==> config.mk <==
export PLATFORM = sky130hd
export DESIGN_NAME = svpb_page_builder
export DESIGN_NICKNAME = d
export VERILOG_FILES = /design/src/design/svpb_pkg.sv /design/src/design/svpb_page_builder.sv
export VERILOG_INCLUDE_DIRS = /design/src /design/src/design
export SDC_FILE = /design/constraint.sdc
export NUM_CORES = 1
export LEC_CHECK = 0
export BUFFER_PORTS_ARGS = -buffer_cell sky130_fd_sc_hd__buf_2
export CORE_MARGIN = 8
export CORE_UTILIZATION = 54
export DETAILED_ROUTE_END_ITERATION = 12
export PLACE_DENSITY = 0.76
export SKIP_LAST_GASP = 1
export SYNTH_ARGS = -nofsm -noshare
export SYNTH_HDL_FRONTEND = slang
export SYNTH_SLANG_ARGS = --single-unit
==> constraint.sdc <==
create_clock -name ref_clk -period 3.5 [get_ports ref_clk]
set_input_delay 0.35 -clock ref_clk [delete_from_list [all_inputs] [get_ports ref_clk]]
set_output_delay 0.35 -clock ref_clk [all_outputs]
set_load 0.05 [all_outputs]
==> src/design/svpb_regs.svh <==
// Constants of the extended vital product page: offsets, byte values and counts.
`ifndef SVPB_REGS_SVH
`define SVPB_REGS_SVH

//------------------------------------------------------------------------------
// Page selection and size
//------------------------------------------------------------------------------
`define SVPB_PAGE_CODE        8'hF0
`define SVPB_PAGE_BYTES       7'd100
`define SVPB_PAGE_LEN         8'd95
`define SVPB_DEV_TYPE         8'h06

//------------------------------------------------------------------------------
// Byte offsets
//------------------------------------------------------------------------------
`define SVPB_OFF_DEVTYPE      7'd0
`define SVPB_OFF_PAGE         7'd1
`define SVPB_OFF_JVER         7'd2
`define SVPB_OFF_LEN          7'd4
`define SVPB_OFF_BASIC_X      7'd5
`define SVPB_OFF_BASIC_Y      7'd7
`define SVPB_OFF_STEP         7'd9
`define SVPB_OFF_MAX_X        7'd10
`define SVPB_OFF_MAX_Y        7'd12
`define SVPB_OFF_MIN_X        7'd14
`define SVPB_OFF_MIN_Y        7'd16
`define SVPB_OFF_STD_RES      7'd18
`define SVPB_OFF_WIN_W        7'd20
`define SVPB_OFF_WIN_L        7'd24
`define SVPB_OFF_FUNC         7'd28
`define SVPB_OFF_PHYS         7'd32
`define SVPB_OFF_BUF          7'd34
`define SVPB_OFF_STD_CMD      7'd38
`define SVPB_OFF_VEND_CMD     7'd42
`define SVPB_OFF_VEND_PARM    7'd50
`define SVPB_OFF_IMG_CTL      7'd82
`define SVPB_OFF_IMG_PROC     7'd88
`define SVPB_OFF_COMPR        7'd90
`define SVPB_OFF_ENDORSE      7'd92

//------------------------------------------------------------------------------
// Field values
//------------------------------------------------------------------------------
`define SVPB_BASIC_RES        16'h00C8
`define SVPB_RES_STEP         8'h00
`define SVPB_MAX_RES          16'h0190
`define SVPB_MIN_RES_BASE     16'h00C8
`define SVPB_MIN_RES_IPO      16'h0032
`define SVPB_STD_RES_BASE     16'h01D0
`define SVPB_STD_RES_IPO      16'hFFF0
`define SVPB_WIN_W_WIDE       32'h00000980
`define SVPB_WIN_W_NARROW     32'h000006C0
`define SVPB_WIN_L            32'h00000D80
`define SVPB_FUNC             8'h06
`define SVPB_PHYS_HI_BASE     8'h92
`define SVPB_PHYS_HI_END      8'h9A
`define SVPB_PHYS_LO          8'h08
`define SVPB_BUF_SIZE         32'h00800000
`define SVPB_STD_CMD          32'h0000EDBF
`define SVPB_VGRP_C_BASE      16'h0000
`define SVPB_VGRP_C_END       16'h0002
`define SVPB_VGRP_ZERO        16'h0000
`define SVPB_VPARM_0X         16'h0001
`define SVPB_IMG_CTL_STEP     8'hFF
`define SVPB_IMG_CTL_DITHER   8'h48
`define SVPB_IMG_PROC_BASE    16'h8140
`define SVPB_IMG_PROC_IPO     16'hFF40
`define SVPB_COMPR            16'hE000
`define SVPB_ENDORSE_BASE     16'h0000
`define SVPB_ENDORSE_END      16'h8100

`endif

==> src/design/svpb_pkg.sv <==
// Types shared by the vital product page builder.
`default_nettype none
package svpb_pkg;
	typedef enum logic [1:0] {
		SVPB_IDLE,
		SVPB_SEND,
		SVPB_DONE
	} svpb_state_t;
endpackage
`default_nettype wire

==> src/design/svpb_page_builder.sv <==
// Vital product page builder: streams the 100-byte extended inquiry page.
//
// Operation
// - Page is sent only for an inquiry with vital data enable and code F0h.
// - Page is 100 bytes long; the page length byte reads 95.
// - Basic horizontal and vertical resolution both read 200 dpi.
// - The single resolution step byte reads 00h, continuously variable.
// - Maximum horizontal and vertical resolution read 400 regardless of option.
// - Minimum resolution reads 200 without image option, 50 with it.
// - Standard resolution bitmap reads 01D0h without option, FFF0h with it.
// - Bitmap first byte covers 60 to 200 ppi, second 240 to 1200.
// - Maximum window width 00000980h wide model, 000006C0h narrow model.
// - Maximum window length reads 00000D80h, in basic-resolution pixels.
// - Function byte reads 00000110b with the documented bit meanings.
// - Overflow bit stays clear since buffered data is never lost.
// - Physical byte 32 reads 92h or 9Ah with endorser; byte 33 converter bits.
// - Buffer size field reads 0080 0000h, eight megabytes.
// - Standard command bitmap reads 0000EDBFh.
// - Standard bitmap bits 0 to 25 map opcodes 00h to 5Ah; rest reserved.
// - Vendor command bytes 42 to 49 hold groups C, D, E and F.
// - Each group sends bits 15 to 8 first, then bits 7 to 0.
// - Group C reads 0002h with endorser, else 0000h; others read zero.
// - Vendor parameters at 50, image control 82, processing 88, compression 90, endorser 92.
`timescale 1ns/1ps
`default_nettype none
`include "svpb_regs.svh"

module svpb_page_builder
	import svpb_pkg::*;
(
	input  wire logic       ref_clk,
	input  wire logic       rst_b,
	input  wire logic       inquiry_req,
	input  wire logic       vital_data_enable,
	input  wire logic [7:0] page_code,
	input  wire logic       endorser_fitted,
	input  wire logic       image_processing_option,
	input  wire logic       model_wide,
	input  wire logic       byte_ready,
	output var  logic       byte_valid_ff,
	output var  logic [7:0] byte_data_ff,
	output var  logic       byte_last_ff,
	output var  logic       page_busy_ff,
	output var  logic       page_refused_ff
);

	//--------------------------------------------------------------------------
	// Page content
	//--------------------------------------------------------------------------

	// Version code of the page format; the value is arbitrary.
	localparam logic [7:0] JVER_CODE = 8'h5A;

	// Picks one byte of a big-endian multi-byte field at a relative position.
	function automatic logic [7:0] field_byte(input logic [31:0] val,
	                                          input logic [1:0]  rel,
	                                          input logic [1:0]  len);
		logic [1:0] sh;
		sh = len - rel - 2'd1;
		field_byte = val[{sh, 3'b000} +: 8];
	endfunction

	// The whole page is a function of the byte index and the option straps.
	// Keeping it combinational over static inputs avoids a 100-byte store.
	function automatic logic [7:0] page_byte(input logic [6:0] idx,
	                                         input logic       endo,
	                                         input logic       ipo,
	                                         input logic       wide);
		logic [15:0] min_res;
		logic [15:0] std_res;
		logic [31:0] win_w;
		logic [15:0] grp_c;
		logic [15:0] proc;
		logic [15:0] endf;
		logic [6:0]  rel;
		min_res = ipo ? `SVPB_MIN_RES_IPO : `SVPB_MIN_RES_BASE;
		std_res = ipo ? `SVPB_STD_RES_IPO : `SVPB_STD_RES_BASE;
		win_w   = wide ? `SVPB_WIN_W_WIDE : `SVPB_WIN_W_NARROW;
		grp_c   = endo ? `SVPB_VGRP_C_END : `SVPB_VGRP_C_BASE;
		proc    = ipo ? `SVPB_IMG_PROC_IPO : `SVPB_IMG_PROC_BASE;
		endf    = endo ? `SVPB_ENDORSE_END : `SVPB_ENDORSE_BASE;
		rel     = 7'd0;
		page_byte = 8'h00;
		if (idx == `SVPB_OFF_DEVTYPE) begin
			page_byte = `SVPB_DEV_TYPE;
		end else if (idx == `SVPB_OFF_PAGE) begin
			page_byte = `SVPB_PAGE_CODE;
		end else if (idx == `SVPB_OFF_JVER) begin
			page_byte = JVER_CODE;
		end else if (idx == `SVPB_OFF_LEN) begin
			page_byte = `SVPB_PAGE_LEN;
		end else if (idx >= `SVPB_OFF_BASIC_X && idx < `SVPB_OFF_STEP) begin
			rel = idx - `SVPB_OFF_BASIC_X;
			page_byte = field_byte({16'h0000, `SVPB_BASIC_RES}, {1'b0, rel[0]}, 2'd2);
		end else if (idx == `SVPB_OFF_STEP) begin
			page_byte = `SVPB_RES_STEP;
		end else if (idx >= `SVPB_OFF_MAX_X && idx < `SVPB_OFF_MIN_X) begin
			rel = idx - `SVPB_OFF_MAX_X;
			page_byte = field_byte({16'h0000, `SVPB_MAX_RES}, {1'b0, rel[0]}, 2'd2);
		end else if (idx >= `SVPB_OFF_MIN_X && idx < `SVPB_OFF_STD_RES) begin
			rel = idx - `SVPB_OFF_MIN_X;
			page_byte = field_byte({16'h0000, min_res}, {1'b0, rel[0]}, 2'd2);
		end else if (idx >= `SVPB_OFF_STD_RES && idx < `SVPB_OFF_WIN_W) begin
			rel = idx - `SVPB_OFF_STD_RES;
			page_byte = field_byte({16'h0000, std_res}, {1'b0, rel[0]}, 2'd2);
		end else if (idx >= `SVPB_OFF_WIN_W && idx < `SVPB_OFF_WIN_L) begin
			rel = idx - `SVPB_OFF_WIN_W;
			page_byte = field_byte(win_w, rel[1:0], 2'd0);
		end else if (idx >= `SVPB_OFF_WIN_L && idx < `SVPB_OFF_FUNC) begin
			rel = idx - `SVPB_OFF_WIN_L;
			page_byte = field_byte(`SVPB_WIN_L, rel[1:0], 2'd0);
		end else if (idx == `SVPB_OFF_FUNC) begin
			page_byte = `SVPB_FUNC;
		end else if (idx == `SVPB_OFF_PHYS) begin
			page_byte = endo ? `SVPB_PHYS_HI_END : `SVPB_PHYS_HI_BASE;
		end else if (idx == `SVPB_OFF_PHYS + 7'd1) begin
			page_byte = `SVPB_PHYS_LO;
		end else if (idx >= `SVPB_OFF_BUF && idx < `SVPB_OFF_STD_CMD) begin
			rel = idx - `SVPB_OFF_BUF;
			page_byte = field_byte(`SVPB_BUF_SIZE, rel[1:0], 2'd0);
		end else if (idx >= `SVPB_OFF_STD_CMD && idx < `SVPB_OFF_VEND_CMD) begin
			rel = idx - `SVPB_OFF_STD_CMD;
			page_byte = field_byte(`SVPB_STD_CMD, rel[1:0], 2'd0);
		end else if (idx >= `SVPB_OFF_VEND_CMD && idx < `SVPB_OFF_VEND_PARM) begin
			rel = idx - `SVPB_OFF_VEND_CMD;
			// Only group C can be nonzero; D, E and F read zero.
			if (rel[2:1] == 2'd0) begin
				page_byte = field_byte({16'h0000, grp_c}, {1'b0, rel[0]}, 2'd2);
			end else begin
				page_byte = field_byte({16'h0000, `SVPB_VGRP_ZERO}, {1'b0, rel[0]}, 2'd2);
			end
		end else if (idx >= `SVPB_OFF_VEND_PARM && idx < `SVPB_OFF_IMG_CTL) begin
			rel = idx - `SVPB_OFF_VEND_PARM;
			if (rel[6:1] == 6'd0) begin
				page_byte = field_byte({16'h0000, `SVPB_VPARM_0X}, {1'b0, rel[0]}, 2'd2);
			end
		end else if (idx >= `SVPB_OFF_IMG_CTL && idx < `SVPB_OFF_IMG_PROC) begin
			rel = idx - `SVPB_OFF_IMG_CTL;
			if (rel < 7'd3) begin
				page_byte = `SVPB_IMG_CTL_STEP;
			end else if (rel > 7'd3) begin
				page_byte = `SVPB_IMG_CTL_DITHER;
			end
		end else if (idx >= `SVPB_OFF_IMG_PROC && idx < `SVPB_OFF_COMPR) begin
			rel = idx - `SVPB_OFF_IMG_PROC;
			page_byte = field_byte({16'h0000, proc}, {1'b0, rel[0]}, 2'd2);
		end else if (idx >= `SVPB_OFF_COMPR && idx < `SVPB_OFF_ENDORSE) begin
			rel = idx - `SVPB_OFF_COMPR;
			page_byte = field_byte({16'h0000, `SVPB_COMPR}, {1'b0, rel[0]}, 2'd2);
		end else if (idx >= `SVPB_OFF_ENDORSE && idx < `SVPB_OFF_ENDORSE + 7'd2) begin
			rel = idx - `SVPB_OFF_ENDORSE;
			page_byte = field_byte({16'h0000, endf}, {1'b0, rel[0]}, 2'd2);
		end
	endfunction

	//--------------------------------------------------------------------------
	// Sequencer
	//--------------------------------------------------------------------------

	svpb_state_t state_ff;
	logic [6:0]  idx_ff;
	logic        take;
	logic        accept;

	assign accept = inquiry_req && vital_data_enable && (page_code == `SVPB_PAGE_CODE);
	assign take   = byte_valid_ff && byte_ready;

	// A request that arrives while a page is going out is ignored, not queued.
	always_ff @(posedge ref_clk or negedge rst_b) begin
		if (!rst_b) begin
			state_ff <= SVPB_IDLE;
		end else begin
			unique case (state_ff)
				SVPB_IDLE: begin
					if (accept) begin
						state_ff <= SVPB_SEND;
					end
				end
				SVPB_SEND: begin
					if (take && byte_last_ff) begin
						state_ff <= SVPB_DONE;
					end
				end
				SVPB_DONE: begin
					state_ff <= SVPB_IDLE;
				end
			endcase
		end
	end

	// Byte index walks 0..99; the next byte is staged as soon as one is taken.
	always_ff @(posedge ref_clk or negedge rst_b) begin
		if (!rst_b) begin
			idx_ff <= 7'd0;
		end else if (state_ff == SVPB_IDLE) begin
			idx_ff <= 7'd0;
		end else if (take) begin
			idx_ff <= idx_ff + 7'd1;
		end
	end

	// Output byte stream, registered so outputs come straight from flip-flops.
	always_ff @(posedge ref_clk or negedge rst_b) begin
		if (!rst_b) begin
			byte_valid_ff <= 1'b0;
			byte_data_ff  <= 8'h00;
			byte_last_ff  <= 1'b0;
		end else if (state_ff == SVPB_IDLE && accept) begin
			byte_valid_ff <= 1'b1;
			byte_data_ff  <= page_byte(7'd0, endorser_fitted, image_processing_option, model_wide);
			byte_last_ff  <= 1'b0;
		end else if (take) begin
			byte_valid_ff <= !byte_last_ff;
			byte_data_ff  <= byte_last_ff ? 8'h00 :
				page_byte(idx_ff + 7'd1, endorser_fitted, image_processing_option, model_wide);
			byte_last_ff  <= (idx_ff + 7'd1 == `SVPB_PAGE_BYTES - 7'd1);
		end
	end

	// Status flags: busy while a page is out, refused for a non-matching inquiry while idle.
	always_ff @(posedge ref_clk or negedge rst_b) begin
		if (!rst_b) begin
			page_busy_ff    <= 1'b0;
			page_refused_ff <= 1'b0;
		end else begin
			page_busy_ff    <= (state_ff == SVPB_IDLE) ? accept :
				!(state_ff == SVPB_SEND && take && byte_last_ff) && state_ff == SVPB_SEND;
			page_refused_ff <= inquiry_req && !accept && state_ff == SVPB_IDLE;
		end
	end

	//--------------------------------------------------------------------------
	// Checks
	//--------------------------------------------------------------------------

	page_start_a: assert property (@(posedge ref_clk) disable iff (!rst_b)
		(state_ff == SVPB_IDLE && accept) |=> (byte_valid_ff && idx_ff == 7'd0
			&& byte_data_ff == `SVPB_DEV_TYPE))
		else $error("page did not start on accepted inquiry");
	no_start_a: assert property (@(posedge ref_clk) disable iff (!rst_b)
		(state_ff == SVPB_IDLE && !accept) |=> !byte_valid_ff)
		else $error("page started without a valid inquiry");
	last_index_a: assert property (@(posedge ref_clk) disable iff (!rst_b)
		byte_last_ff |-> idx_ff == `SVPB_PAGE_BYTES - 7'd1)
		else $error("last byte not at index 99");
	len_byte_a: assert property (@(posedge ref_clk) disable iff (!rst_b)
		(byte_valid_ff && idx_ff == `SVPB_OFF_LEN) |-> byte_data_ff == `SVPB_PAGE_LEN)
		else $error("page length byte wrong");
	min_res_a: assert property (@(posedge ref_clk) disable iff (!rst_b)
		(byte_valid_ff && idx_ff == `SVPB_OFF_MIN_X + 7'd1)
			|-> byte_data_ff == (image_processing_option ? 8'h32 : 8'hC8))
		else $error("minimum resolution wrong");
	std_res_a: assert property (@(posedge ref_clk) disable iff (!rst_b)
		(byte_valid_ff && idx_ff == `SVPB_OFF_STD_RES)
			|-> byte_data_ff == (image_processing_option ? 8'hFF : 8'h01))
		else $error("standard resolution high byte wrong");
	win_w_a: assert property (@(posedge ref_clk) disable iff (!rst_b)
		(byte_valid_ff && idx_ff == `SVPB_OFF_WIN_W + 7'd2)
			|-> byte_data_ff == (model_wide ? 8'h09 : 8'h06))
		else $error("window width wrong");
	phys_a: assert property (@(posedge ref_clk) disable iff (!rst_b)
		(byte_valid_ff && idx_ff == `SVPB_OFF_PHYS)
			|-> byte_data_ff == (endorser_fitted ? 8'h9A : 8'h92))
		else $error("physical function byte wrong");
	grp_c_a: assert property (@(posedge ref_clk) disable iff (!rst_b)
		(byte_valid_ff && idx_ff == `SVPB_OFF_VEND_CMD + 7'd1)
			|-> byte_data_ff == (endorser_fitted ? 8'h02 : 8'h00))
		else $error("vendor group c low byte wrong");
	hold_a: assert property (@(posedge ref_clk) disable iff (!rst_b)
		(byte_valid_ff && !byte_ready) |=> (byte_valid_ff && $stable(byte_data_ff)))
		else $error("byte changed while stalled");
	// Low bytes of both basic resolution fields carry 200 dpi.
	basic_res_a: assert property (@(posedge ref_clk) disable iff (!rst_b)
		(byte_valid_ff && (idx_ff == `SVPB_OFF_BASIC_X + 7'd1
			|| idx_ff == `SVPB_OFF_BASIC_Y + 7'd1)) |-> byte_data_ff == 8'hC8)
		else $error("basic resolution wrong");
	// A nonzero step byte would tell the host that only fixed steps exist.
	res_step_a: assert property (@(posedge ref_clk) disable iff (!rst_b)
		(byte_valid_ff && idx_ff == `SVPB_OFF_STEP) |-> byte_data_ff == 8'h00)
		else $error("resolution step wrong");
	// High bytes of both maximum resolution fields carry the 01h of 400 dpi.
	max_res_a: assert property (@(posedge ref_clk) disable iff (!rst_b)
		(byte_valid_ff && (idx_ff == `SVPB_OFF_MAX_X || idx_ff == `SVPB_OFF_MAX_Y))
			|-> byte_data_ff == 8'h01)
		else $error("maximum resolution wrong");
	// Window length does not depend on any strap.
	win_len_a: assert property (@(posedge ref_clk) disable iff (!rst_b)
		(byte_valid_ff && idx_ff == `SVPB_OFF_WIN_L + 7'd2) |-> byte_data_ff == 8'h0D)
		else $error("window length wrong");
	// The overflow bit must stay clear because no buffered data is ever lost.
	func_byte_a: assert property (@(posedge ref_clk) disable iff (!rst_b)
		(byte_valid_ff && idx_ff == `SVPB_OFF_FUNC) |-> byte_data_ff == 8'h06)
		else $error("function byte wrong");
	// Second physical byte holds the converter bit count.
	phys_lo_a: assert property (@(posedge ref_clk) disable iff (!rst_b)
		(byte_valid_ff && idx_ff == `SVPB_OFF_PHYS + 7'd1) |-> byte_data_ff == 8'h08)
		else $error("converter bit count wrong");
	// Buffer size second byte carries the 80h of eight megabytes.
	buf_size_a: assert property (@(posedge ref_clk) disable iff (!rst_b)
		(byte_valid_ff && idx_ff == `SVPB_OFF_BUF + 7'd1) |-> byte_data_ff == 8'h80)
		else $error("buffer size wrong");
	// Third byte of the standard command bitmap.
	std_cmd_a: assert property (@(posedge ref_clk) disable iff (!rst_b)
		(byte_valid_ff && idx_ff == `SVPB_OFF_STD_CMD + 7'd2) |-> byte_data_ff == 8'hED)
		else $error("standard command bitmap wrong");
	// Groups D, E and F hold no implemented command.
	vend_zero_a: assert property (@(posedge ref_clk) disable iff (!rst_b)
		(byte_valid_ff && idx_ff >= `SVPB_OFF_VEND_CMD + 7'd2
			&& idx_ff < `SVPB_OFF_VEND_PARM) |-> byte_data_ff == 8'h00)
		else $error("vendor groups d to f not zero");
	// Only the first vendor parameter group is supported.
	vparm_a: assert property (@(posedge ref_clk) disable iff (!rst_b)
		(byte_valid_ff && idx_ff == `SVPB_OFF_VEND_PARM + 7'd1) |-> byte_data_ff == 8'h01)
		else $error("vendor parameter byte wrong");
	// Endorser byte follows the endorser strap.
	endorse_a: assert property (@(posedge ref_clk) disable iff (!rst_b)
		(byte_valid_ff && idx_ff == `SVPB_OFF_ENDORSE)
			|-> byte_data_ff == (endorser_fitted ? 8'h81 : 8'h00))
		else $error("endorser byte wrong");
	// Barcode and reserved tail bytes read zero.
	tail_zero_a: assert property (@(posedge ref_clk) disable iff (!rst_b)
		(byte_valid_ff && idx_ff >= `SVPB_OFF_ENDORSE + 7'd2) |-> byte_data_ff == 8'h00)
		else $error("tail byte not zero");
	// Busy must cover every cycle in which a byte is offered.
	busy_cover_a: assert property (@(posedge ref_clk) disable iff (!rst_b)
		byte_valid_ff |-> page_busy_ff)
		else $error("byte offered while not busy");
	// A refused inquiry never starts a page.
	refuse_quiet_a: assert property (@(posedge ref_clk) disable iff (!rst_b)
		page_refused_ff |-> !byte_valid_ff)
		else $error("page sent for refused inquiry");

endmodule
`default_nettype wire

==> run_results.csv <==
group,metric,value,unit
run_status,run_status,"completed",
pwr,p_switching,0.128,mW
clocking,ctsHtreeMaxLevel,1,
route,maxUsedRoutingLayer,"met4",
placement,pre_cts_slack,0.252,ns
sta,max_freq,0.294,GHz
pwr,switching_share,0.271,
synthesis,synth_ff_type,"dfrtp_1",
layout,drive_gt1_frac,0.237,
floorplan,die_w,89.4,um
sta,slew_headroom,0.528,
sta,worst-slew-pin-transition,0.691,ns
floorplan,die_area,8000,um^2
synthesis,syn_area_per_cell,7.66,um^2
critical_path,crit_path_end_kind,"flop",
global_routing,antenna_found_initial,0,
pwr,combPwrFrac,0.117,
pwr,pwr-share-clk,0.362,
route,wl,9860,um
critical_path,critPathMaxStageDelay,0.63,ns
pwr,internal-power,0.343,mW
hold_path,hp-class,"in -> async",
pwr,power.density,142,nW/um^2
sta,post-route-min-period,3.40,ns
sta,hold_violations,0,
critical_path,crit_path_start_kind,"flop",
layout,design_area,3320,um^2
clocking,cts-root-buf,"clkbuf_8",
route,m1WireLength,4250,um
global_routing,grt_pass1_wl,16200,um
clocking,clkTransAtPathRegs,0.09,ns
clocking,numCtsBuffers,3,
route,vias_per_cell,6.71,
critical_path,arrival,3.60,ns
synthesis,synth_cell_types,86,
synthesis,yosysWarnings,0,
clocking,cts_tree,"yes",
synthesis,synth-seq-cells,21,
clocking,clock_latency,0.27,ns
pwr,p_leak,1.31,nW
route,vias,3299,
global_routing,grt_remaining_overflow,0,
synthesis,post-synth-top-area-cell,"dfrtp_1",
route,route.detailed.drc,0,
critical_path,slowest_stage,"a2111oi_0",
route,drtAntennaViolNets,0,
clocking,cts_buffer_depth,2,
floorplan,die_h,89.4,um
placement,placed_area,3240,um^2
layout,final_util,0.642,
route,first_pass_iters,5,
layout,fillCellCount,467,
layout,area_growth,14.1,%
critical_path,crit_chain,"ha_1 > xor2_2 > inv_2 > buf_4 > ha_1 > nand2b_1 > o221ai_1 > buf_4 > nor4_1 > a2111oi_0 > o41ai_1 > nor3b_1 > o21ai_0",
critical_path,crit_required,3.70,ns
synthesis,ys_seq_area_frac,0.180,
critical_path,worstReg2RegStart,"idx_ff[1]$_DFFE_PN0P_",
placement,hpwlAfterDp,7650,um
layout,multiInputGateArea,2210,um^2
sta,tns,0,ns
placement,gp_congestion,1.01,
layout,antenna_cells,0,
synthesis,synth_nets,407,
pwr,pwr-share-seq,0.520,
route,drt_iter0_drc,429,
critical_path,cp_max_fo,5,
sta,finalWorstSetupSlack,0.102,ns
global_routing,first_global_vias,3123,
sta,rsz0062_at_grt,"false",
route,wl_per_cell,20.0,um
sta,holdWs,0.0367,ns
layout,regArea,526,um^2
floorplan,start_util,0.563,
synthesis,synthTopCellsByArea,"dfrtp_1 (18%), nand2_1 (5.9%), ha_1 (4.7%)",
critical_path,r2r_cells,13,
global_routing,grt_max_degree,24,
critical_path,rrSetupSlack,0.10,ns
route,wl_met2,4420,um
floorplan,io_pins,28,
synthesis,syn-instance-count,380,
critical_path,crit_type,"reg -> reg",
pwr,peakVddDrop,214,uV
sta,setup_violations,0,
synthesis,async_flop_share,1.00,
synthesis,synth_edf_count,0,
run,maxCapViolations,0,
placement,io_buffers,27,
floorplan,num_rows,26,
global_routing,grt_usage,0.261,
synthesis,synth.cell_area,2910,um^2
critical_path,cpLargestDelayFamily,"compound AO/OA/AOI/OAI gates",
critical_path,r2r-end,"byte_data_ff[7]$_DFFE_PN0P_",
sta,finalMaxSlewViolations,0,
floorplan,coreArea,5170,um^2
clocking,cts_sinks,21,
critical_path,critPathBufInv,3,
synthesis,yosysTopAreaCellShare,0.180,
sta,fin_crit_sh,0.971,
layout,final_nets,450,
sta,fin_skew,0.0124,ns
route,wl_met3,857,um
## registers in the layout, indices dropped and copies added (netlist names)
signal,flops
byte_last_ff,1
byte_data_ff,8
idx_ff,7
state_ff,2
byte_valid_ff,1
page_refused_ff,1
page_busy_ff,1
## repair_timing
action	4_1_cts	5_1_grt
gates resized for setup	0	0
buffers inserted	0	4
hold buffers	0	0
hold endpoints to repair	0	0
setup endpoints to repair	0	1
## cells in the final DEF, fill, tap and decap left out, drive strengths merged, types with 10 or more instances in the layout
master and instances:
buf 63, nand2 46, nor2 29, a21oi 27, o21ai 23, dfrtp 21, nor3 19, nand3 15
inv 12, ha 11, xnor2 10
## routing by layer
layer,track usage,vias to the layer above
met5,0,-
met4,0.106,0
met3,0.0386,26
met2,0.405,198
met1,0.352,1548
li1,-,1527
## through the flow
step | total power, mW | std cells
final | 0.471 | 492
after floorplan | 0.278 | 380
after detailed placement | 0.304 | 484
after CTS | 0.469 | 488
after global routing | 0.486 | 492
after global placement | 0.304 | 484
## how the worst max path moves through the flow
| stage | from | endpoint | slack, ns | cells after the start |
|---|---|---|---|---|
| global route | idx_ff[1]$_DFFE_PN0P_ | byte_data_ff[1]$_DFFE_PN0P_ | 0.04 | 12 |
| floorplan | idx_ff[0]$_DFFE_PN0P_ | byte_data_ff[1]$_DFFE_PN0P_ | 0.07 | 15 |
| CTS | idx_ff[1]$_DFFE_PN0P_ | byte_data_ff[1]$_DFFE_PN0P_ | 0.25 | 13 |
| global placement | idx_ff[1]$_DFFE_PN0P_ | byte_data_ff[7]$_DFFE_PN0P_ | 0.26 | 13 |
| finish | idx_ff[1]$_DFFE_PN0P_ | byte_data_ff[7]$_DFFE_PN0P_ | 0.10 | 13 |
| detailed placement | idx_ff[0]$_DFFE_PN0P_ | byte_data_ff[1]$_DFFE_PN0P_ | 0.25 | 13 |
## power groups by stage
stage	logic [mW]	clock network, mW	registers, mW
2_1_floorplan	0.0239	0	0.254
3_3_place_gp	0.0541	0	0.250
3_5_place_dp	0.0544	0	0.250
4_1_cts	0.0545	0.170	0.245
5_1_grt	0.0600	0.181	0.245
6_report	0.0552	0.171	0.245
## synth_stat cells, drive strengths merged (7+ instances only)
cell,instances
nand2,46
nor2,29
a21oi,27
o21ai,23
dfrtp,21
nor3,19
buf,18
nand3,15
inv,12
ha,11
xnor2,10
a31oi,7
clkbuf,7
nand4,7
nor3b,7
nor4,7
or3,7
## cell families (layout without fill, tap and decap cells)
| group | Yosys count | in the layout | share of synthesized area |
|---|---|---|---|
| buf+inv | 37 | 79 | 0.0619 |
| simple gates | 172 | 172 | 0.333 |
| fa+ha+maj | 11 | 11 | 0.0473 |
| mux | 2 | 2 | 0.00731 |
| compound gates | 125 | 125 | 0.319 |
| xor+xnor | 12 | 12 | 0.0516 |
| flops | 21 | 21 | 0.180 |
## area by class of cell
cell class                 count  share of cell area
sequential                    21               0.158
timing repair buffer          63               0.122
clock inverter                 1             0.00151
clock buffer                   3              0.0124
inverter                      12              0.0136
tap                           70              0.0264
multi-input combinational    322               0.666
Power figures use the tool's default switching activity.
